===== config.mk =====
export PLATFORM = sky130hd
export DESIGN_NAME = scs_top
export DESIGN_NICKNAME = d
export VERILOG_FILES = /design/src/scs_mem.v /design/src/scs_top.v
export VERILOG_INCLUDE_DIRS = /design/src
export SDC_FILE = /design/constraint.sdc
export NUM_CORES = 1
export LEC_CHECK = 0
export ABC_AREA = 1
export BUFFER_PORTS_ARGS = -buffer_cell sky130_fd_sc_hd__buf_2
export CAP_MARGIN = 40
export CORE_MARGIN = 5
export CORE_UTILIZATION = 56
export CTS_CLUSTER_DIAMETER = 50
export DETAILED_ROUTE_END_ITERATION = 8
export MAX_ROUTING_LAYER = met4
export PLACE_DENSITY = 0.77
export REMOVE_ABC_BUFFERS = 1
export SETUP_SLACK_MARGIN = 0.05
export SLEW_MARGIN = 20
export SYNTH_ARGS = -nofsm -noshare
export SYNTH_HDL_FRONTEND = slang
export SYNTH_HIERARCHICAL = 1
export SYNTH_SLANG_ARGS = --single-unit

===== constraint.sdc =====
create_clock -name clk_i -period 4.5 [get_ports clk_i]
set_clock_uncertainty 0.05 [all_clocks]
set_input_delay 0.45 -clock clk_i [delete_from_list [all_inputs] [get_ports clk_i]]
set_output_delay 0.45 -clock clk_i [all_outputs]
set_load 0.01 [all_outputs]

===== src/scs_regs.vh =====
`ifndef SCS_REGS_VH
`define SCS_REGS_VH

// register byte offsets and reset values
`define SCS_CTRL_OFF      8'h00
`define SCS_STAT_OFF      8'h04
`define SCS_CMD_OFF       8'h08
`define SCS_RES_OFF       8'h0C
`define SCS_INFO_OFF      8'h10
`define SCS_POS_OFF       8'h14
`define SCS_CTRL_RST      6'h00
`define SCS_POS_RST       20'h00000

// control bits
`define SCS_CTRL_SELFTEST 0
`define SCS_CTRL_MOTOR    1
`define SCS_CTRL_LOADED   2
`define SCS_CTRL_LOADFAIL 3
`define SCS_CTRL_CALIB    4
`define SCS_CTRL_SPINUP   5

// result register fields
`define SCS_RES_KEY       3:0
`define SCS_RES_ILI       4
`define SCS_RES_VALID     5
`define SCS_RES_ASC       15:8
`define SCS_RES_ASCQ      23:16
`define SCS_RES_CAUSE     26:24
`define SCS_CAUSE_NONE    3'h0
`define SCS_CAUSE_ECC     3'h1
`define SCS_CAUSE_SEEK    3'h2
`define SCS_CAUSE_SEQ     3'h3
`define SCS_CAUSE_NOSPEED 3'h4
`define SCS_CAUSE_SPDRNG  3'h5

// opcodes
`define SCS_OP_TUR        8'h00
`define SCS_OP_REZERO     8'h01
`define SCS_OP_RSENSE     8'h03
`define SCS_OP_INQUIRY    8'h12
`define SCS_OP_RESERVE    8'h16
`define SCS_OP_RELEASE    8'h17
`define SCS_OP_STARTSTOP  8'h1B
`define SCS_OP_SENDDIAG   8'h1D
`define SCS_OP_WRBUF      8'h3B
`define SCS_OP_RDBUF      8'h3C
`define SCS_OP_RDLONG     8'h3E
`define SCS_OP_WRLONG     8'h3F

// status bytes, keys, codes
`define SCS_ST_GOOD       8'h00
`define SCS_ST_CHECK      8'h02
`define SCS_KEY_NONE      4'h0
`define SCS_KEY_RECOV     4'h1
`define SCS_KEY_NOTRDY    4'h2
`define SCS_KEY_MEDIUM    4'h3
`define SCS_ASC_NONE      8'h00
`define SCS_ASC_NOTRDY    8'h04
`define SCS_ASCQ_RECAL    8'h00
`define SCS_ASCQ_SPINUP   8'h01
`define SCS_ASC_FMTBAD    8'h31
`define SCS_ASC_ECC       8'h17
`define SCS_ASCQ_ECCFLY   8'h09
`define SCS_ASC_SEEK      8'h15
`define SCS_ASC_SEQ       8'h86
`define SCS_ASC_MOTOR     8'h9E
`define SCS_ASCQ_NOSPEED  8'h00
`define SCS_ASCQ_SPDRNG   8'h01

// sense record format
`define SCS_ERR_CODE      7'h70
`define SCS_ADD_LEN       8'h0A
`define SCS_SENSE_LEN     8'h12

// stored sense entry layout
`define SCS_ENT_W         54
`define SCS_ENT_VALID     53
`define SCS_ENT_ILI       52
`define SCS_ENT_KEY       51:48
`define SCS_ENT_ASC       47:40
`define SCS_ENT_ASCQ      39:32
`define SCS_ENT_INFO      31:0

// timing
`define SCS_CLK_PERIOD_NS 5
`define SCS_PWR_ON_MS     1000
`define SCS_PWR_CYC       (`SCS_PWR_ON_MS * 1000000 / `SCS_CLK_PERIOD_NS)

`endif


===== src/scs_mem.v =====
`timescale 1ns/10ps
`include "scs_regs.vh"

module scs_mem #(
  parameter AW = 3,
  parameter DW = `SCS_ENT_W
) (
  input  wire          clk_i,
  input  wire          we_i,
  input  wire [AW-1:0] waddr_i,
  input  wire [DW-1:0] wdata_i,
  input  wire [AW-1:0] raddr_i,
  output wire [DW-1:0] rdata_o
);

  reg [DW-1:0] mem_ff [0:(1<<AW)-1];
  reg [DW-1:0] rdata_ff;
  integer      i;

  // entries start cleared so every initiator first sees no-sense
  initial
  begin
    for (i = 0; i < (1<<AW); i = i + 1)
      mem_ff[i] = {DW{1'b0}};
  end

  always @(posedge clk_i)
  begin
    if (we_i)
      mem_ff[waddr_i] <= wdata_i;
    rdata_ff <= mem_ff[raddr_i];
  end

  assign rdata_o = rdata_ff;

endmodule // scs_mem


===== src/scs_top.v =====
// The implementer's own choices: the Wishbone slave port and the register addresses.
`timescale 1ns/10ps
`include "scs_regs.vh"

module scs_top #(
  parameter        IW      = 3,
  parameter [31:0] PWR_CYC = `SCS_PWR_CYC
) (
  input  wire          clk_i,
  input  wire          rst_i,
  input  wire          wb_cyc_i,
  input  wire          wb_stb_i,
  input  wire          wb_we_i,
  input  wire [7:0]    wb_adr_i,
  input  wire [31:0]   wb_dat_i,
  input  wire [3:0]    wb_sel_i,
  output wire [31:0]   wb_dat_o,
  output wire          wb_ack_o,
  input  wire          cmd_valid_i,
  output wire          cmd_ready_o,
  input  wire [7:0]    cmd_op_i,
  input  wire [7:0]    cmd_alloc_i,
  input  wire [IW-1:0] cmd_init_i,
  output wire          din_valid_o,
  input  wire          din_ready_i,
  output wire [7:0]    din_data_o,
  output wire          din_last_o,
  output wire          sts_valid_o,
  output wire [7:0]    sts_data_o,
  output wire          rezero_o,
  output wire [15:0]   cyl_o,
  output wire [3:0]    head_o
);

  localparam [2:0] ST_IDLE = 3'h0;
  localparam [2:0] ST_RD   = 3'h1;
  localparam [2:0] ST_DEC  = 3'h2;
  localparam [2:0] ST_XFER = 3'h3;
  localparam [2:0] ST_FW   = 3'h4;
  localparam [2:0] ST_STS  = 3'h5;

  //////////////////////////////////////////////////////////////////////////////
  // wishbone slave

  reg  [5:0]           ctrl_ff;
  reg  [31:0]          info_ff;
  reg  [19:0]          pos_ff;
  reg                  ack_ff;
  reg  [31:0]          rdat_ff;
  reg  [2:0]           state_ff;
  reg  [7:0]           op_ff;
  reg  [7:0]           alloc_ff;
  reg  [IW-1:0]        init_ff;
  reg  [31:0]          pwr_cnt_ff;
  reg                  pwr_done_ff;
  reg                  rezero_ff;
  wire [31:0]          wmask;
  wire                 bus_rd;
  wire                 bus_wr;
  wire                 res_wr;
  wire                 ready;
  wire [31:0]          res_val;
  reg  [31:0]          nxt_rdat;

  assign wmask  = {{8{wb_sel_i[3]}}, {8{wb_sel_i[2]}}, {8{wb_sel_i[1]}}, {8{wb_sel_i[0]}}};
  assign bus_rd = wb_cyc_i & wb_stb_i & ~ack_ff;
  assign bus_wr = wb_cyc_i & wb_stb_i & wb_we_i & ack_ff;
  assign res_wr = bus_wr & (wb_adr_i == `SCS_RES_OFF);
  assign res_val = wb_dat_i & wmask;

  // all four preparation steps done and tables readable
  assign ready = ctrl_ff[`SCS_CTRL_SELFTEST] & ctrl_ff[`SCS_CTRL_MOTOR] &
                 ctrl_ff[`SCS_CTRL_LOADED] & ctrl_ff[`SCS_CTRL_CALIB] &
                 ~ctrl_ff[`SCS_CTRL_LOADFAIL];

  always @*
  begin
    nxt_rdat = 32'h00000000;
    case (wb_adr_i)
      `SCS_CTRL_OFF: nxt_rdat = {26'h0000000, ctrl_ff};
      `SCS_STAT_OFF: nxt_rdat = {{(24-IW){1'b0}}, init_ff, 4'h0,
                                 ctrl_ff[`SCS_CTRL_LOADFAIL], (state_ff == ST_FW),
                                 pwr_done_ff, ready};
      `SCS_CMD_OFF:  nxt_rdat = {{(16-IW){1'b0}}, init_ff, alloc_ff, op_ff};
      `SCS_INFO_OFF: nxt_rdat = info_ff;
      `SCS_POS_OFF:  nxt_rdat = {12'h000, pos_ff};
      default:       nxt_rdat = 32'h00000000;
    endcase
  end

  always @(posedge clk_i)
  begin
    if (rst_i)
    begin
      ack_ff  <= 1'b0;
      rdat_ff <= 32'h00000000;
      ctrl_ff <= `SCS_CTRL_RST;
      info_ff <= 32'h00000000;
    end
    else
    begin
      ack_ff <= bus_rd;
      if (bus_rd)
        rdat_ff <= nxt_rdat;
      if (bus_wr && wb_adr_i == `SCS_CTRL_OFF)
        ctrl_ff <= (ctrl_ff & ~wmask[5:0]) | (wb_dat_i[5:0] & wmask[5:0]);
      if (bus_wr && wb_adr_i == `SCS_INFO_OFF)
        info_ff <= (info_ff & ~wmask) | res_val;
    end
  end

  assign wb_ack_o = ack_ff;
  assign wb_dat_o = rdat_ff;

  //////////////////////////////////////////////////////////////////////////////
  // power-on window

  always @(posedge clk_i)
  begin
    if (rst_i)
    begin
      pwr_cnt_ff  <= 32'h00000000;
      pwr_done_ff <= 1'b0;
    end
    else if (!pwr_done_ff)
    begin
      pwr_cnt_ff  <= pwr_cnt_ff + 32'h00000001;
      pwr_done_ff <= (pwr_cnt_ff >= PWR_CYC - 32'h00000001);
    end
  end

  //////////////////////////////////////////////////////////////////////////////
  // actuator position

  always @(posedge clk_i)
  begin
    if (rst_i)
    begin
      pos_ff    <= `SCS_POS_RST;
      rezero_ff <= 1'b0;
    end
    else
    begin
      rezero_ff <= (state_ff == ST_DEC) && (op_ff == `SCS_OP_REZERO) && ready &&
                   !ctrl_ff[`SCS_CTRL_LOADFAIL];
      if (rezero_ff)
        pos_ff <= `SCS_POS_RST;
      else if (bus_wr && wb_adr_i == `SCS_POS_OFF)
        pos_ff <= (pos_ff & ~wmask[19:0]) | res_val[19:0];
    end
  end

  assign rezero_o = rezero_ff;
  assign cyl_o    = pos_ff[15:0];
  assign head_o   = pos_ff[19:16];

  //////////////////////////////////////////////////////////////////////////////
  // sense storage

  wire [`SCS_ENT_W-1:0] rd_ent;
  reg  [`SCS_ENT_W-1:0] ent_ff;
  reg  [`SCS_ENT_W-1:0] nxt_went;
  reg                   nxt_we;
  reg  [3:0]            res_key;
  reg  [7:0]            res_asc;
  reg  [7:0]            res_ascq;
  wire                  long_op;
  wire                  nodisk;

  scs_mem #(
    .AW      (IW),
    .DW      (`SCS_ENT_W)
  ) i_scs_mem (
    .clk_i   (clk_i),
    .we_i    (nxt_we),
    .waddr_i (init_ff),
    .wdata_i (nxt_went),
    .raddr_i (init_ff),
    .rdata_o (rd_ent)
  );

  assign nodisk = (op_ff == `SCS_OP_RSENSE) || (op_ff == `SCS_OP_INQUIRY) ||
                  (op_ff == `SCS_OP_RESERVE) || (op_ff == `SCS_OP_RELEASE) ||
                  (op_ff == `SCS_OP_SENDDIAG) || (op_ff == `SCS_OP_STARTSTOP) ||
                  (op_ff == `SCS_OP_RDBUF) || (op_ff == `SCS_OP_WRBUF);

  assign long_op = (op_ff == `SCS_OP_RDBUF) || (op_ff == `SCS_OP_RDLONG) ||
                   (op_ff == `SCS_OP_WRLONG);

  // recovered causes substitute their fixed key and ASC; ECC and the motor causes fix the ASCQ too
  always @*
  begin
    res_key  = res_val[`SCS_RES_KEY];
    res_asc  = res_val[`SCS_RES_ASC];
    res_ascq = res_val[`SCS_RES_ASCQ];
    case (res_val[`SCS_RES_CAUSE])
      `SCS_CAUSE_ECC:
      begin
        res_key  = `SCS_KEY_RECOV;
        res_asc  = `SCS_ASC_ECC;
        res_ascq = `SCS_ASCQ_ECCFLY;
      end
      `SCS_CAUSE_SEEK:
      begin
        res_key = `SCS_KEY_RECOV;
        res_asc = `SCS_ASC_SEEK;
      end
      `SCS_CAUSE_SEQ:
      begin
        res_key = `SCS_KEY_RECOV;
        res_asc = `SCS_ASC_SEQ;
      end
      `SCS_CAUSE_NOSPEED:
      begin
        res_key  = `SCS_KEY_RECOV;
        res_asc  = `SCS_ASC_MOTOR;
        res_ascq = `SCS_ASCQ_NOSPEED;
      end
      `SCS_CAUSE_SPDRNG:
      begin
        res_key  = `SCS_KEY_RECOV;
        res_asc  = `SCS_ASC_MOTOR;
        res_ascq = `SCS_ASCQ_SPDRNG;
      end
      default:
      begin
        res_key  = res_val[`SCS_RES_KEY];
        res_asc  = res_val[`SCS_RES_ASC];
        res_ascq = res_val[`SCS_RES_ASCQ];
      end
    endcase
  end

  //////////////////////////////////////////////////////////////////////////////
  // command sequencer

  reg  [2:0]  nxt_state;
  reg  [7:0]  nxt_sts;
  reg  [7:0]  sts_ff;
  reg  [7:0]  len_ff;
  reg  [7:0]  cnt_ff;
  reg  [7:0]  din_ff;
  reg  [7:0]  nxt_byte;
  reg  [7:0]  bidx;
  wire        take;
  wire        beat;
  wire        last_beat;
  wire [7:0]  nxt_len;

  assign take      = cmd_valid_i & cmd_ready_o;
  assign beat      = (state_ff == ST_XFER) & din_ready_i;
  assign last_beat = (cnt_ff == len_ff - 8'h01);
  // truncate to the smaller of allocation and full record
  assign nxt_len   = (alloc_ff < `SCS_SENSE_LEN) ? alloc_ff : `SCS_SENSE_LEN;

  always @*
  begin
    nxt_state = state_ff;
    nxt_sts   = sts_ff;
    nxt_we    = 1'b0;
    nxt_went  = {`SCS_ENT_W{1'b0}};
    case (state_ff)
      ST_IDLE:
        if (take)
          nxt_state = ST_RD;
      ST_RD:
        nxt_state = ST_DEC;
      ST_DEC:
      begin
        // any command from this initiator, retrieval included, rewrites its entry: cleared, or the medium or not-ready sense on failure
        nxt_we  = 1'b1;
        nxt_sts = `SCS_ST_GOOD;
        if (op_ff == `SCS_OP_RSENSE)
          nxt_state = (nxt_len == 8'h00) ? ST_STS : ST_XFER;
        else if (!nodisk && ctrl_ff[`SCS_CTRL_LOADFAIL])
        begin
          nxt_sts                  = `SCS_ST_CHECK;
          nxt_went[`SCS_ENT_KEY]   = `SCS_KEY_MEDIUM;
          nxt_went[`SCS_ENT_ASC]   = `SCS_ASC_FMTBAD;
          nxt_state                = ST_STS;
        end
        else if (!nodisk && !ready)
        begin
          nxt_sts                = `SCS_ST_CHECK;
          nxt_went[`SCS_ENT_KEY] = `SCS_KEY_NOTRDY;
          nxt_went[`SCS_ENT_ASC] = `SCS_ASC_NOTRDY;
          nxt_went[`SCS_ENT_ASCQ] = ctrl_ff[`SCS_CTRL_SPINUP] ?
                                    `SCS_ASCQ_SPINUP : `SCS_ASCQ_RECAL;
          nxt_state              = ST_STS;
        end
        else if (op_ff == `SCS_OP_TUR || op_ff == `SCS_OP_REZERO)
          nxt_state = ST_STS;
        else
          nxt_state = ST_FW;
      end
      ST_XFER:
        if (beat && last_beat)
          nxt_state = ST_STS;
      ST_FW:
        if (res_wr)
        begin
          nxt_we                  = 1'b1;
          nxt_went[`SCS_ENT_VALID] = res_val[`SCS_RES_VALID];
          nxt_went[`SCS_ENT_ILI]  = res_val[`SCS_RES_ILI] & long_op;
          nxt_went[`SCS_ENT_KEY]  = res_key;
          nxt_went[`SCS_ENT_ASC]  = res_asc;
          nxt_went[`SCS_ENT_ASCQ] = res_ascq;
          nxt_went[`SCS_ENT_INFO] = info_ff;
          nxt_sts   = (res_key == `SCS_KEY_NONE) ? `SCS_ST_GOOD : `SCS_ST_CHECK;
          nxt_state = ST_STS;
        end
      ST_STS:
        nxt_state = ST_IDLE;
      default:
        nxt_state = ST_IDLE;
    endcase
  end

  // the entry just read in DEC, the snapshot afterwards
  wire [`SCS_ENT_W-1:0] cur_ent;
  assign cur_ent = (state_ff == ST_DEC) ? rd_ent : ent_ff;

  function ent_sel;
    input integer pos;
    begin
      ent_sel = cur_ent[pos];
    end
  endfunction

  // record byte for the index about to be presented
  always @*
  begin
    bidx = (state_ff == ST_DEC) ? 8'h00 : cnt_ff + 8'h01;
    case (bidx)
      8'h00:   nxt_byte = {ent_sel(`SCS_ENT_VALID), `SCS_ERR_CODE};
      8'h01:   nxt_byte = 8'h00;
      8'h02:   nxt_byte = {2'b00, ent_sel(`SCS_ENT_ILI), 1'b0, cur_ent[`SCS_ENT_KEY]};
      8'h03:   nxt_byte = cur_ent[31:24];
      8'h04:   nxt_byte = cur_ent[23:16];
      8'h05:   nxt_byte = cur_ent[15:8];
      8'h06:   nxt_byte = cur_ent[7:0];
      8'h07:   nxt_byte = `SCS_ADD_LEN;
      8'h0C:   nxt_byte = cur_ent[`SCS_ENT_ASC];
      8'h0D:   nxt_byte = cur_ent[`SCS_ENT_ASCQ];
      default: nxt_byte = 8'h00;
    endcase
  end

  always @(posedge clk_i)
  begin
    if (rst_i)
    begin
      state_ff <= ST_IDLE;
      op_ff    <= 8'h00;
      alloc_ff <= 8'h00;
      init_ff  <= {IW{1'b0}};
      sts_ff   <= `SCS_ST_GOOD;
      ent_ff   <= {`SCS_ENT_W{1'b0}};
      len_ff   <= 8'h00;
      cnt_ff   <= 8'h00;
      din_ff   <= 8'h00;
    end
    else
    begin
      state_ff <= nxt_state;
      sts_ff   <= nxt_sts;
      if (take)
      begin
        op_ff    <= cmd_op_i;
        alloc_ff <= cmd_alloc_i;
        init_ff  <= cmd_init_i;
      end
      if (state_ff == ST_DEC)
      begin
        ent_ff <= rd_ent;
        len_ff <= nxt_len;
        cnt_ff <= 8'h00;
        din_ff <= nxt_byte;
      end
      else if (beat)
      begin
        cnt_ff <= cnt_ff + 8'h01;
        din_ff <= nxt_byte;
      end
    end
  end

  assign cmd_ready_o = (state_ff == ST_IDLE) & pwr_done_ff;
  assign din_valid_o = (state_ff == ST_XFER);
  assign din_data_o  = din_ff;
  assign din_last_o  = (state_ff == ST_XFER) & last_beat;
  assign sts_valid_o = (state_ff == ST_STS);
  assign sts_data_o  = sts_ff;

endmodule // scs_top


* Word-level counts from Yosys, hierarchy flattened
Memory sizes are Yosys's and may differ from the RTL's. A register that Yosys moved wholly into a read port is not among the register bits.
Cells that the tools add are included.
** Word-level totals
- Flip-flop bits (word level) :: 233
- Bits in latches :: 0
- Memory bits (writable) :: 432
- Memory bits (read-only) :: 0
- Input bits :: 70
- Output and inout port bits :: 74
- Logic and storage cells :: 163
- Memories kept :: 1
** Cells by class
- $add $sub $neg :: 3
- Multipliers :: 0
- Divide/modulo/power cells :: 0
- Magnitude comparators :: 2
- Eq/ne operators :: 38
- Shifts and indexed selects :: 0
- Mux-type cells :: 39
- Bitwise operators :: 27
- Reductions and logical operators :: 36
** Memory list
- i_scs_mem.mem_ff :: words 8, bits a word 54, rd ports 1, clocked after memory_dff 1, write ports 1, RTL line scs_mem.v:16 : reg [DW-1:0] mem_ff [0:(1<<AW)-1];
** Operator list (count)
- $pmux W32 S5 :: 1
- $mux W54 :: 2
- $pmux W8 S9 :: 1
- $and A32 B32 Y32 :: 2
- $eq A8 B5 Y1 const B :: 7
- $mux W8 :: 6
- $eq A8 B3 Y1 const B :: 5
- $pmux W20 S2 :: 1
- $add A32 B1 Y32 const B :: 1
- $eq A8 B4 Y1 const B :: 4
- $eq A8 B6 Y1 const B :: 4
- $ge A32 B28 Y1 const B :: 1
- $logic_not A8 Y1 :: 4
- $mux W32 :: 1
- $not A32 Y32 :: 1
- $or A32 B32 Y32 :: 1
- $pmux W8 S4 :: 1
- $eq A8 B2 Y1 const B :: 3
- $pmux W8 S3 :: 1
- $mux W3 :: 7
- $and A20 B20 Y20 :: 1
- $mux W20 :: 1
- $not A20 Y20 :: 1
- $or A20 B20 Y20 :: 1
- other kinds (33) :: 87

* Depth between registers and ports, before layout
Gate-level depths: netlist of run 1.
- Depth after elaboration :: 14
- Mapped depth :: 16

* Cells and area by module
The synthesis of run 1 kept the hierarchy.
** Modules (own cells, without submodules)
- scs_mem :: times used 1, cells each 1937, area each 19945.4 µm², sequential area each 14053.5 µm²
- scs_top :: times used 1, cells each 1591, area each 11063.1 µm², sequential area each 4524.3 µm²

* Least setup slack after synthesis of run 1
OpenSTA, ideal clock, no wires.
- Kind :: input-to-reg
- Start point :: in wb_adr_i[5]
- End point :: mem i_scs_mem/mem_ff[1][0] (netlist name) (enable)
- Arrival time :: 3768 ps
- Slack :: 216 ps
- Stages on the path :: 8
- Cell sequence :: nor3_1 -> nand2_1 -> inv_1 -> nand4_1 -> clkbuf_1 -> nand2_1 -> nand2_1 -> nor2_1
** On the way
- Word-level cells in the longest chain between the ends :: 6
** Ends and longest elaborated chain
- start, declared :: RTL line scs_top.v:14 : input wire [7:0] wb_adr_i,
- $eq A8 B4 Y1 (no line)
- $and A1 B1 Y1 :: RTL line scs_top.v:68 : assign res_wr = bus_wr & (wb_adr_i == `SCS_RES_OFF);
- $mux W1 :: RTL line scs_top.v:300 : if (res_wr)
- $pmux W1 S2 :: RTL line scs_top.v:262 : case (state_ff)
- net nxt_we :: RTL line scs_top.v:163 : reg nxt_we;
- $mux W1 :: RTL line scs_mem.v:29 : if (we_i)
- $mux W1 (not written as such) :: RTL line scs_mem.v:30 : mem_ff[waddr_i] <= wdata_i;
- end, declared :: RTL line scs_mem.v:16
The timed path passes the listed nets, and every way through them passes these cells.

* Final worst setup path of run 1
- Start point :: reg state_ff[0]
- End point :: mem i_scs_mem/mem_ff[0][39] (netlist name) (enable)
** On the way
- Word-level cells in the longest chain between the ends :: 4
** Ends and longest elaborated chain
- start, declared :: RTL line scs_top.v:50 : reg [2:0] state_ff;
- start signal, assigned :: RTL line scs_top.v:365 : state_ff <= nxt_state;
- $eq A3 B3 Y1 or $eq A3 B2 Y1 (tied branches) :: RTL line scs_top.v:262
- $pmux W1 S2 (*) :: RTL line scs_top.v:262
- net nxt_we :: RTL line scs_top.v:163
- $mux W1 (*) :: RTL line scs_mem.v:29
- $mux W1 (not written as such) (*) :: RTL line scs_mem.v:30
The timed path passes the listed nets; every way through them passes the cells marked *.

==> results of run 1 <==
[cell families (layout without fill, tap and decap cells)]
| family | after synthesis | in the layout | share of synthesized area, % |
|---|---|---|---|
| buffers and inverters | 795 | 950 | 10.46 |
| AO/OA/AOI/OAI | 335 | 335 | 6.311 |
| flip-flops | 712 | 712 | 59.91 |
| other | 1 | 11 | 0.01209 |
| adder cells (fa/ha/maj) | 3 | 3 | 0.1211 |
| multiplexers | 8 | 8 | 0.2583 |
| AND/OR/NAND/NOR | 1655 | 1655 | 22.39 |
| XOR/XNOR | 19 | 19 | 0.5367 |
[worst register-to-register path, cell delays in order (launching register included)]
cell and delay, ns:
dfxtp_1 0.37, nor2_1 0.21, inv_1 0.10, nor2_1 0.10
buf_4 0.16, nand4_1 0.18, nand2_1 0.19, nand2_1 0.26
nor2_4 0.67, buf_4 0.43
[power by group through the flow]
stage / sequential (mW) / combinational, mW / clock, mW
after floorplan: 7.66 / 1.38 / 0
after global placement: 7.70 / 1.95 / 0
after detailed placement: 7.71 / 1.99 / 0
after CTS: 7.58 / 2.01 / 5.87
after global routing: 7.63 / 2.27 / 6.16
final: 7.58 / 2.02 / 5.81
[final cells by class]
type	count	area, sq um
multi-input combinational	2027	9276
clock buffer	103	2092
tap	748	935.9
sequential	712	18590
clock inverter	31	214.0
fill	4375	20350
antenna	4	10.01
timing repair buffer	179	1112
inverter	637	2404
[worst min path at each step]
stage               depth (start not counted)           to      startpoint
floorplan                                   2    len_ff[7]       len_ff[7]
global placement                            2    len_ff[7]       len_ff[7]
detailed placement                          2    len_ff[7]       len_ff[7]
CTS                                         3    flip-flop     wb_dat_i[6]
global route                                3  alloc_ff[2]  cmd_alloc_i[2]
finish                                      3  alloc_ff[5]  cmd_alloc_i[5]
[state kept, by name (all words and copies together), names as in the netlist, named ones only]
name               count
pwr_cnt_ff            32
din_data_o             8
alloc_ff               8
len_ff                 8
cnt_ff                 8
wb_ack_o               1
i_scs_mem/rdata_o     54
op_ff                  8
init_ff                3
ent_ff                54
pwr_done_ff            1
rezero_o               1
state_ff               3
i_scs_mem/mem_ff     432
sts_data_o             1
wb_dat_o              32
[per-layer routing]
layer / routed length [um] / vias to the layer above / global-route usage, % / part of all wire [%]
li1: - / 11380 / - / -
met1: 34510 / 11000 / 38.83 / 41
met2: 37070 / 1262 / 42.29 / 44
met3: 8720 / 197 / 5.304 / 10
met4: 3043 / 0 / 9.967 / 3.7
met5: 0 / - / - / 0
[layout by cell type (no fill, tap or decap), types with 13 or more instances in the layout]
master and instances:
o21ai_0 104, o21a_1 47, nand4_1 18, buf_4 33
inv_1 621, nand3_1 315, a21oi_1 126, edfxtp_1 432
clkbuf_16 76, nand2_1 969, or2_2 47, buf_2 137
xor2_1 17, nor3_1 28, dfxtp_1 277, o221ai_1 13
nor2_1 236
==> flow_summary.json, run 1 <==
{
  "global_route.usage.total_pct": 28.14,
  "portBuffers": 136,
  "antenna_found_initial": 8,
  "cts_tree": "yes",
  "grt_pass1_vias": 22410,
  "yosysTopAreaCellShare_pct": 41.84,
  "coreArea_sq_mm": 0.05499,
  "holdBufCountCts": 0,
  "p_clk_share_pct": 37.7,
  "die_w_um": 245.3,
  "period_share_pct": 68.19,
  "synth_commonest_cells": "969 x nand2_1, 622 x inv_1, 432 x edfxtp_1",
  "syn2layout_area_growth_pct": 11.68,
  "r2r-start": "state_ff[0]",
  "final_nets": 3703,
  "grt_max_degree": 125,
  "p_leak_nw": 15.50,
  "reg2reg_depth": 9,
  "p_switching_mw": 3.910,
  "r2r-end": "i_scs_mem/mem_ff[0][39]",
  "gr-total-overflow": 0,
  "critPathSlowestCell": "nor2_4",
  "ios": 144,
  "swShare_pct": 25.37,
  "dp_hpwl_um": 54430,
  "dieArea_sq_mm": 0.06018,
  "worstSetupEndpointType": "flip-flop",
  "drcViolationCount": 0,
  "synth.avg_cell_area_sq_um": 8.789,
  "slew_headroom_pct": 37.20,
  "startpoint": "state_ff[0]",
  "postSynthCellCount": 3528,
  "placed_area_sq_mm": 0.03220,
  "crit_family": "simple AND/OR/NAND/NOR gates",
  "vias": 23840,
  "r2r_slack_ns": 1.43,
  "p_seq_share_pct": 49.2,
  "crit_fanout": 22,
  "die_height_um": 245.3,
  "dp_worst_setup_slack_ns": 1.341,
  "worst-path-buf-inv": 3,
  "synth_seq_cells": 712,
  "firstDrtPassIters": 6,
  "fmax_mhz": 325.9,
  "hold_viol": 0,
  "worstPathRequired_ns": 4.72,
  "drv_slew": 0,
  "start_kind": "flip-flop",
  "drt.antenna.violating_nets": 0,
  "maxCapViolations": 0,
  "min_period_ns": 3.068,
  "final_cell_area_sq_mm": 0.03463,
  "clock-root-buffer": "clkbuf_16",
  "max_stage_delay_ns": 0.67,
  "tightest_slew_ns": 0.9322,
  "p_int_mw": 11.50,
  "initial_core_util_pct": 56.39,
  "gp_congestion": 0.9191,
  "ctsResizeCount": 0,
  "whs_ns": 0.07782,
  "ys.flop_type": "edfxtp_1",
  "place_inst": 4295,
  "wl_um": 83340,
  "power_density_mw_per_mm2": 445.0,
  "hp-class": "in2reg",
  "yosysWarnings": 6,
  "drt_iter0_markers": 3129,
  "setup-tns-final_ns": 0,
  "setup_viol_count_final": 0,
  "synth_cell_type_count": 48,
  "path_depth": 9,
  "clk_pin_slew_ns": 0.06,
  "cts_buffer_depth": 3,
  "wl_per_cell_um": 18.77,
  "fin_ws_ns": 1.432,
  "status": "finished, final reports clean",
  "p_total_mw": 15.41,
  "yosysMostFrequentCell": "nand2_1",
  "peakVddDrop_mv": 0.2525,
  "avgViaCountPerCell": 5.367,
  "synth_area_sq_mm": 0.03101,
  "cts_num_sinks": 712,
  "htree_levels": 3,
  "grt_pass1_wl_um": 127500,
  "yosysTopAreaCell": "edfxtp_1",
  "arrival_ns": 3.29,
  "synth_area_leaders": "edfxtp_1 42%, dfxtp_1 18%, nand2_1 12%",
  "share_comb_of_total_power_pct": 13.1,
  "clk-insertion-delay-late_ns": 0.61,
  "cts_setup_buffers": 0,
  "drive_gt1_share_pct": 10.76,
  "rsz0062_at_grt": "no",
  "fin_util_pct": 62.98,
  "cts_made_buffers": 73,
  "path_class": "reg2reg",
  "async_reset_ff_share_pct": 0,
  "std_cell_rows": 86,
  "fin_cells": 4441,
  "path_cells": "nor2_1 -> inv_1 -> nor2_1 -> buf_4 -> nand4_1 -> nand2_1 -> nand2_1 -> nor2_4 -> buf_4",
  "crit_end": "i_scs_mem/mem_ff[0][39]",
  "yosysSeqAreaShare_pct": 59.91,
  "synth_edf_count": 432
}
Power figures use the tool's default switching activity.
==> run 2, diff against run 1 <==
--- a/config.mk
+++ b/config.mk
@@ -6,15 +6,15 @@
 export SDC_FILE = /design/constraint.sdc
 export NUM_CORES = 1
 export LEC_CHECK = 0
-export ABC_AREA = 1
+export ABC_AREA = 0
 export BUFFER_PORTS_ARGS = -buffer_cell sky130_fd_sc_hd__buf_2
 export CAP_MARGIN = 40
 export CORE_MARGIN = 5
-export CORE_UTILIZATION = 56
+export CORE_UTILIZATION = 60
 export CTS_CLUSTER_DIAMETER = 50
 export DETAILED_ROUTE_END_ITERATION = 8
 export MAX_ROUTING_LAYER = met4
-export PLACE_DENSITY = 0.77
+export PLACE_DENSITY = 0.78
 export REMOVE_ABC_BUFFERS = 1
 export SETUP_SLACK_MARGIN = 0.05
 export SLEW_MARGIN = 20
==> constraint.sdc (replaced) <==
create_clock -name clk_i -period 3.1 [get_ports clk_i]
set_clock_uncertainty 0.05 [all_clocks]
set_input_delay 0.31 -clock clk_i [delete_from_list [all_inputs] [get_ports clk_i]]
set_output_delay 0.31 -clock clk_i [all_outputs]
set_load 0.01 [all_outputs]
==> run 2 against run 1 <==
Against the previous run:
- register-to-register slack worse by 0.99 ns
- clock-buffer cell count increased by 2
- combinational power is 84% lower
- synthesized cell count shrank 42%
- clock power up 41%
- setup slack got worse by 1.2 ns
- via count down 23%
- first-iteration DRC count fell by 24%
- largest cell class unchanged
==> flow_summary.json, run 2 <==
{
  "status": "finished, final reports clean",
  "clk-insertion-delay-late_ns": 0.59,
  "drt.antenna.violating_nets": 0,
  "yosysSeqAreaShare_pct": 66.37,
  "drcViolationCount": 0,
  "die_w_um": 226.0,
  "ys.flop_type": "edfxtp_1",
  "coreArea_sq_mm": 0.04636,
  "yosysTopAreaCellShare_pct": 46.35,
  "yosysWarnings": 6,
  "r2r-end": "din_data_o[7]",
  "cts_made_buffers": 70,
  "hold_path_depth": 3,
  "global_route.usage.total_pct": 29.01,
  "r2r-start": "cnt_ff[1]",
  "drv_slew": 0,
  "drt_iter0_markers": 2363,
  "crit_fanout": 8,
  "grt_pass1_vias": 18480,
  "final_nets": 2321,
  "avgViaCountPerCell": 6.325,
  "synth.avg_cell_area_sq_um": 13.67,
  "cts_num_sinks": 712,
  "gr-total-overflow": 0,
  "max_stage_delay_ns": 0.40,
  "hold_viol": 0,
  "synth_cell_type_count": 77,
  "std_cell_rows": 79,
  "final_cell_area_sq_mm": 0.03244,
  "crit_family": "compound AO/OA/AOI/OAI gates",
  "path_cells": "inv_1 -> ha_4 -> nand2_1 -> o31ai_1 -> o31ai_1 -> nor4_2 -> o2111a_1 -> buf_2",
  "peakVddDrop_mv": 0.5421,
  "p_total_mw": 18.45,
  "cts_buffer_depth": 3,
  "largest_reg_flops": 432,
  "wl_um": 71920,
  "reg2reg_depth": 7,
  "grt_max_degree": 79,
  "maxCapViolations": 0,
  "setup_viol_count_final": 0,
  "placed_area_sq_mm": 0.02968,
  "synth_area_sq_mm": 0.02799,
  "gp_congestion": 0.9067,
  "period_share_pct": 91.78,
  "async_reset_ff_share_pct": 0,
  "start_kind": "flip-flop",
  "synth_commonest_cells": "432 x edfxtp_1, 280 x dfxtp_1, 280 x nand2_1",
  "power_density_mw_per_mm2": 568.8,
  "syn2layout_area_growth_pct": 15.90,
  "tightest_slew_ns": 0.7980,
  "grt_pass1_wl_um": 109700,
  "hp-start": "wb_dat_i[25]",
  "hp-class": "in2reg",
  "drive_gt1_share_pct": 21.70,
  "yosysTopAreaCell": "edfxtp_1",
  "slew_headroom_pct": 46.67,
  "arrival_ns": 2.49,
  "initial_core_util_pct": 60.38,
  "postSynthCellCount": 2047,
  "synth_seq_cells": 712,
  "clk_pin_slew_ns": 0.06,
  "wl_per_cell_um": 24.70,
  "p_leak_nw": 10.36,
  "cts_tree": "yes",
  "yosysMostFrequentCell": "edfxtp_1",
  "worst-path-buf-inv": 2,
  "path_class": "reg2out",
  "worstSetupEndpointType": "primary output",
  "worstPathRequired_ns": 2.74,
  "dieArea_sq_mm": 0.05107,
  "fmax_mhz": 351.5,
  "rsz0062_at_grt": "no",
  "antenna_found_initial": 1,
  "clock-root-buffer": "clkbuf_16",
  "die_height_um": 226.0,
  "critPathSlowestCell": "nor4_2",
  "dp_hpwl_um": 46280,
  "fill_cells": 2879,
  "final_common_cell": "edfxtp_1",
  "synth_area_leaders": "edfxtp_1 46%, dfxtp_1 20%, mux4_2 8.8%",
  "firstDrtPassIters": 7,
  "fin_cells": 2912,
  "top_register": "i_scs_mem/mem_ff",
  "r2r_slack_ns": 0.44,
  "htree_levels": 3,
  "vias": 18420,
  "synth_edf_count": 432,
  "min_period_ns": 2.845,
  "layout_common_cells": "432 x edfxtp_1, 280 x nand2_1, 275 x dfxtp_1",
  "place_inst": 2732,
  "ios": 144,
  "crit_top_cell": "o31ai_1",
  "portBuffers": 136
}
run 2: layer usage:
metal / track usage [%] / part of all wire, % / vias to the layer above
met5: - / 0 / -
met4: 11.58 / 4.1 / 0
met3: 4.628 / 9.0 / 181
met2: 45.94 / 49 / 1073
met1: 38.22 / 38 / 9113
li1: - / - / 8050
run 2: where the power goes:
| group | switching [mW] | total [mW] | internal (mW) |
|---|---|---|---|
| clock network | 3.46 | 8.19 | 4.72 |
| logic | 0.200 | 0.323 | 0.123 |
| registers | 0.00768 | 9.94 | 9.93 |
| total | 3.67 | 18.5 | 14.8 |
run 2: worst min-delay path: stages:
cell and delay [ns]:
buf_2 0.16, nand3_1 0.08, a21oi_1 0.06
run 2: kinds of logic after synthesis:
| family | after synthesis | synth area share (%) |
|---|---|---|
| DFF | 712 | 66.37 |
| adders and majority gates | 3 | 0.1341 |
| AOI/OAI and AO/OA | 292 | 6.607 |
| buffers and inverters | 144 | 2.351 |
| xor gates and xnor gates | 53 | 1.658 |
| other | 1 | 0.01340 |
| and+or+nand+nor | 647 | 10.75 |
| muxes | 195 | 12.12 |
run 2: cell type report:
class | instances | area [sq um] | share of cell area [%]
Clock buffer | 105 | 2037 | 6.279
Inverter | 8 | 30.03 | 0.09257
Sequential cell | 712 | 18590 | 57.30
Tap cell | 607 | 759.5 | 2.341
Multi-Input combinational cell | 1197 | 8862 | 27.32
Timing Repair Buffer | 259 | 1984 | 6.117
Antenna cell | 1 | 2.502 | 0.007714
Clock inverter | 23 | 175.2 | 0.5400
run 2: per-stage QoR:
step                 TNS, ns  hold slack [ns]  utilization [%]  setup slack (ns)
floorplan           -2412.51           0.3291                -            -6.727
global placement           0           0.3695            63.95           0.07225
detailed placement         0           0.3769            64.01           0.05806
CTS                        0         0.006936            69.88           0.09935
global route               0          0.04499            69.98           0.08393
finish                     0          0.02810            69.98            0.2548
run 2: worst max path at each step:
stage,start,end,slack (ns),cells past startpoint
floorplan,init_ff[0],i_scs_mem/mem_ff[0][0],-6.73,1
global placement,wb_adr_i[0],i_scs_mem/mem_ff[4][4],0.07,9
detailed placement,wb_adr_i[0],i_scs_mem/mem_ff[4][46],0.06,9
CTS,len_ff[0],din_last_o,0.1,8
global route,len_ff[0],din_last_o,0.08,8
finish,len_ff[0],din_last_o,0.25,8
run 2: what timing repair did:
item | in CTS | in global routing
endpoints found under the hold margin | 75 | 0
setup endpoints to repair | 1 | 1
hold buffers | 50 | 0
setup buffers | 0 | 0
pin swaps | 1 | 1
resized for setup | 1 | 5
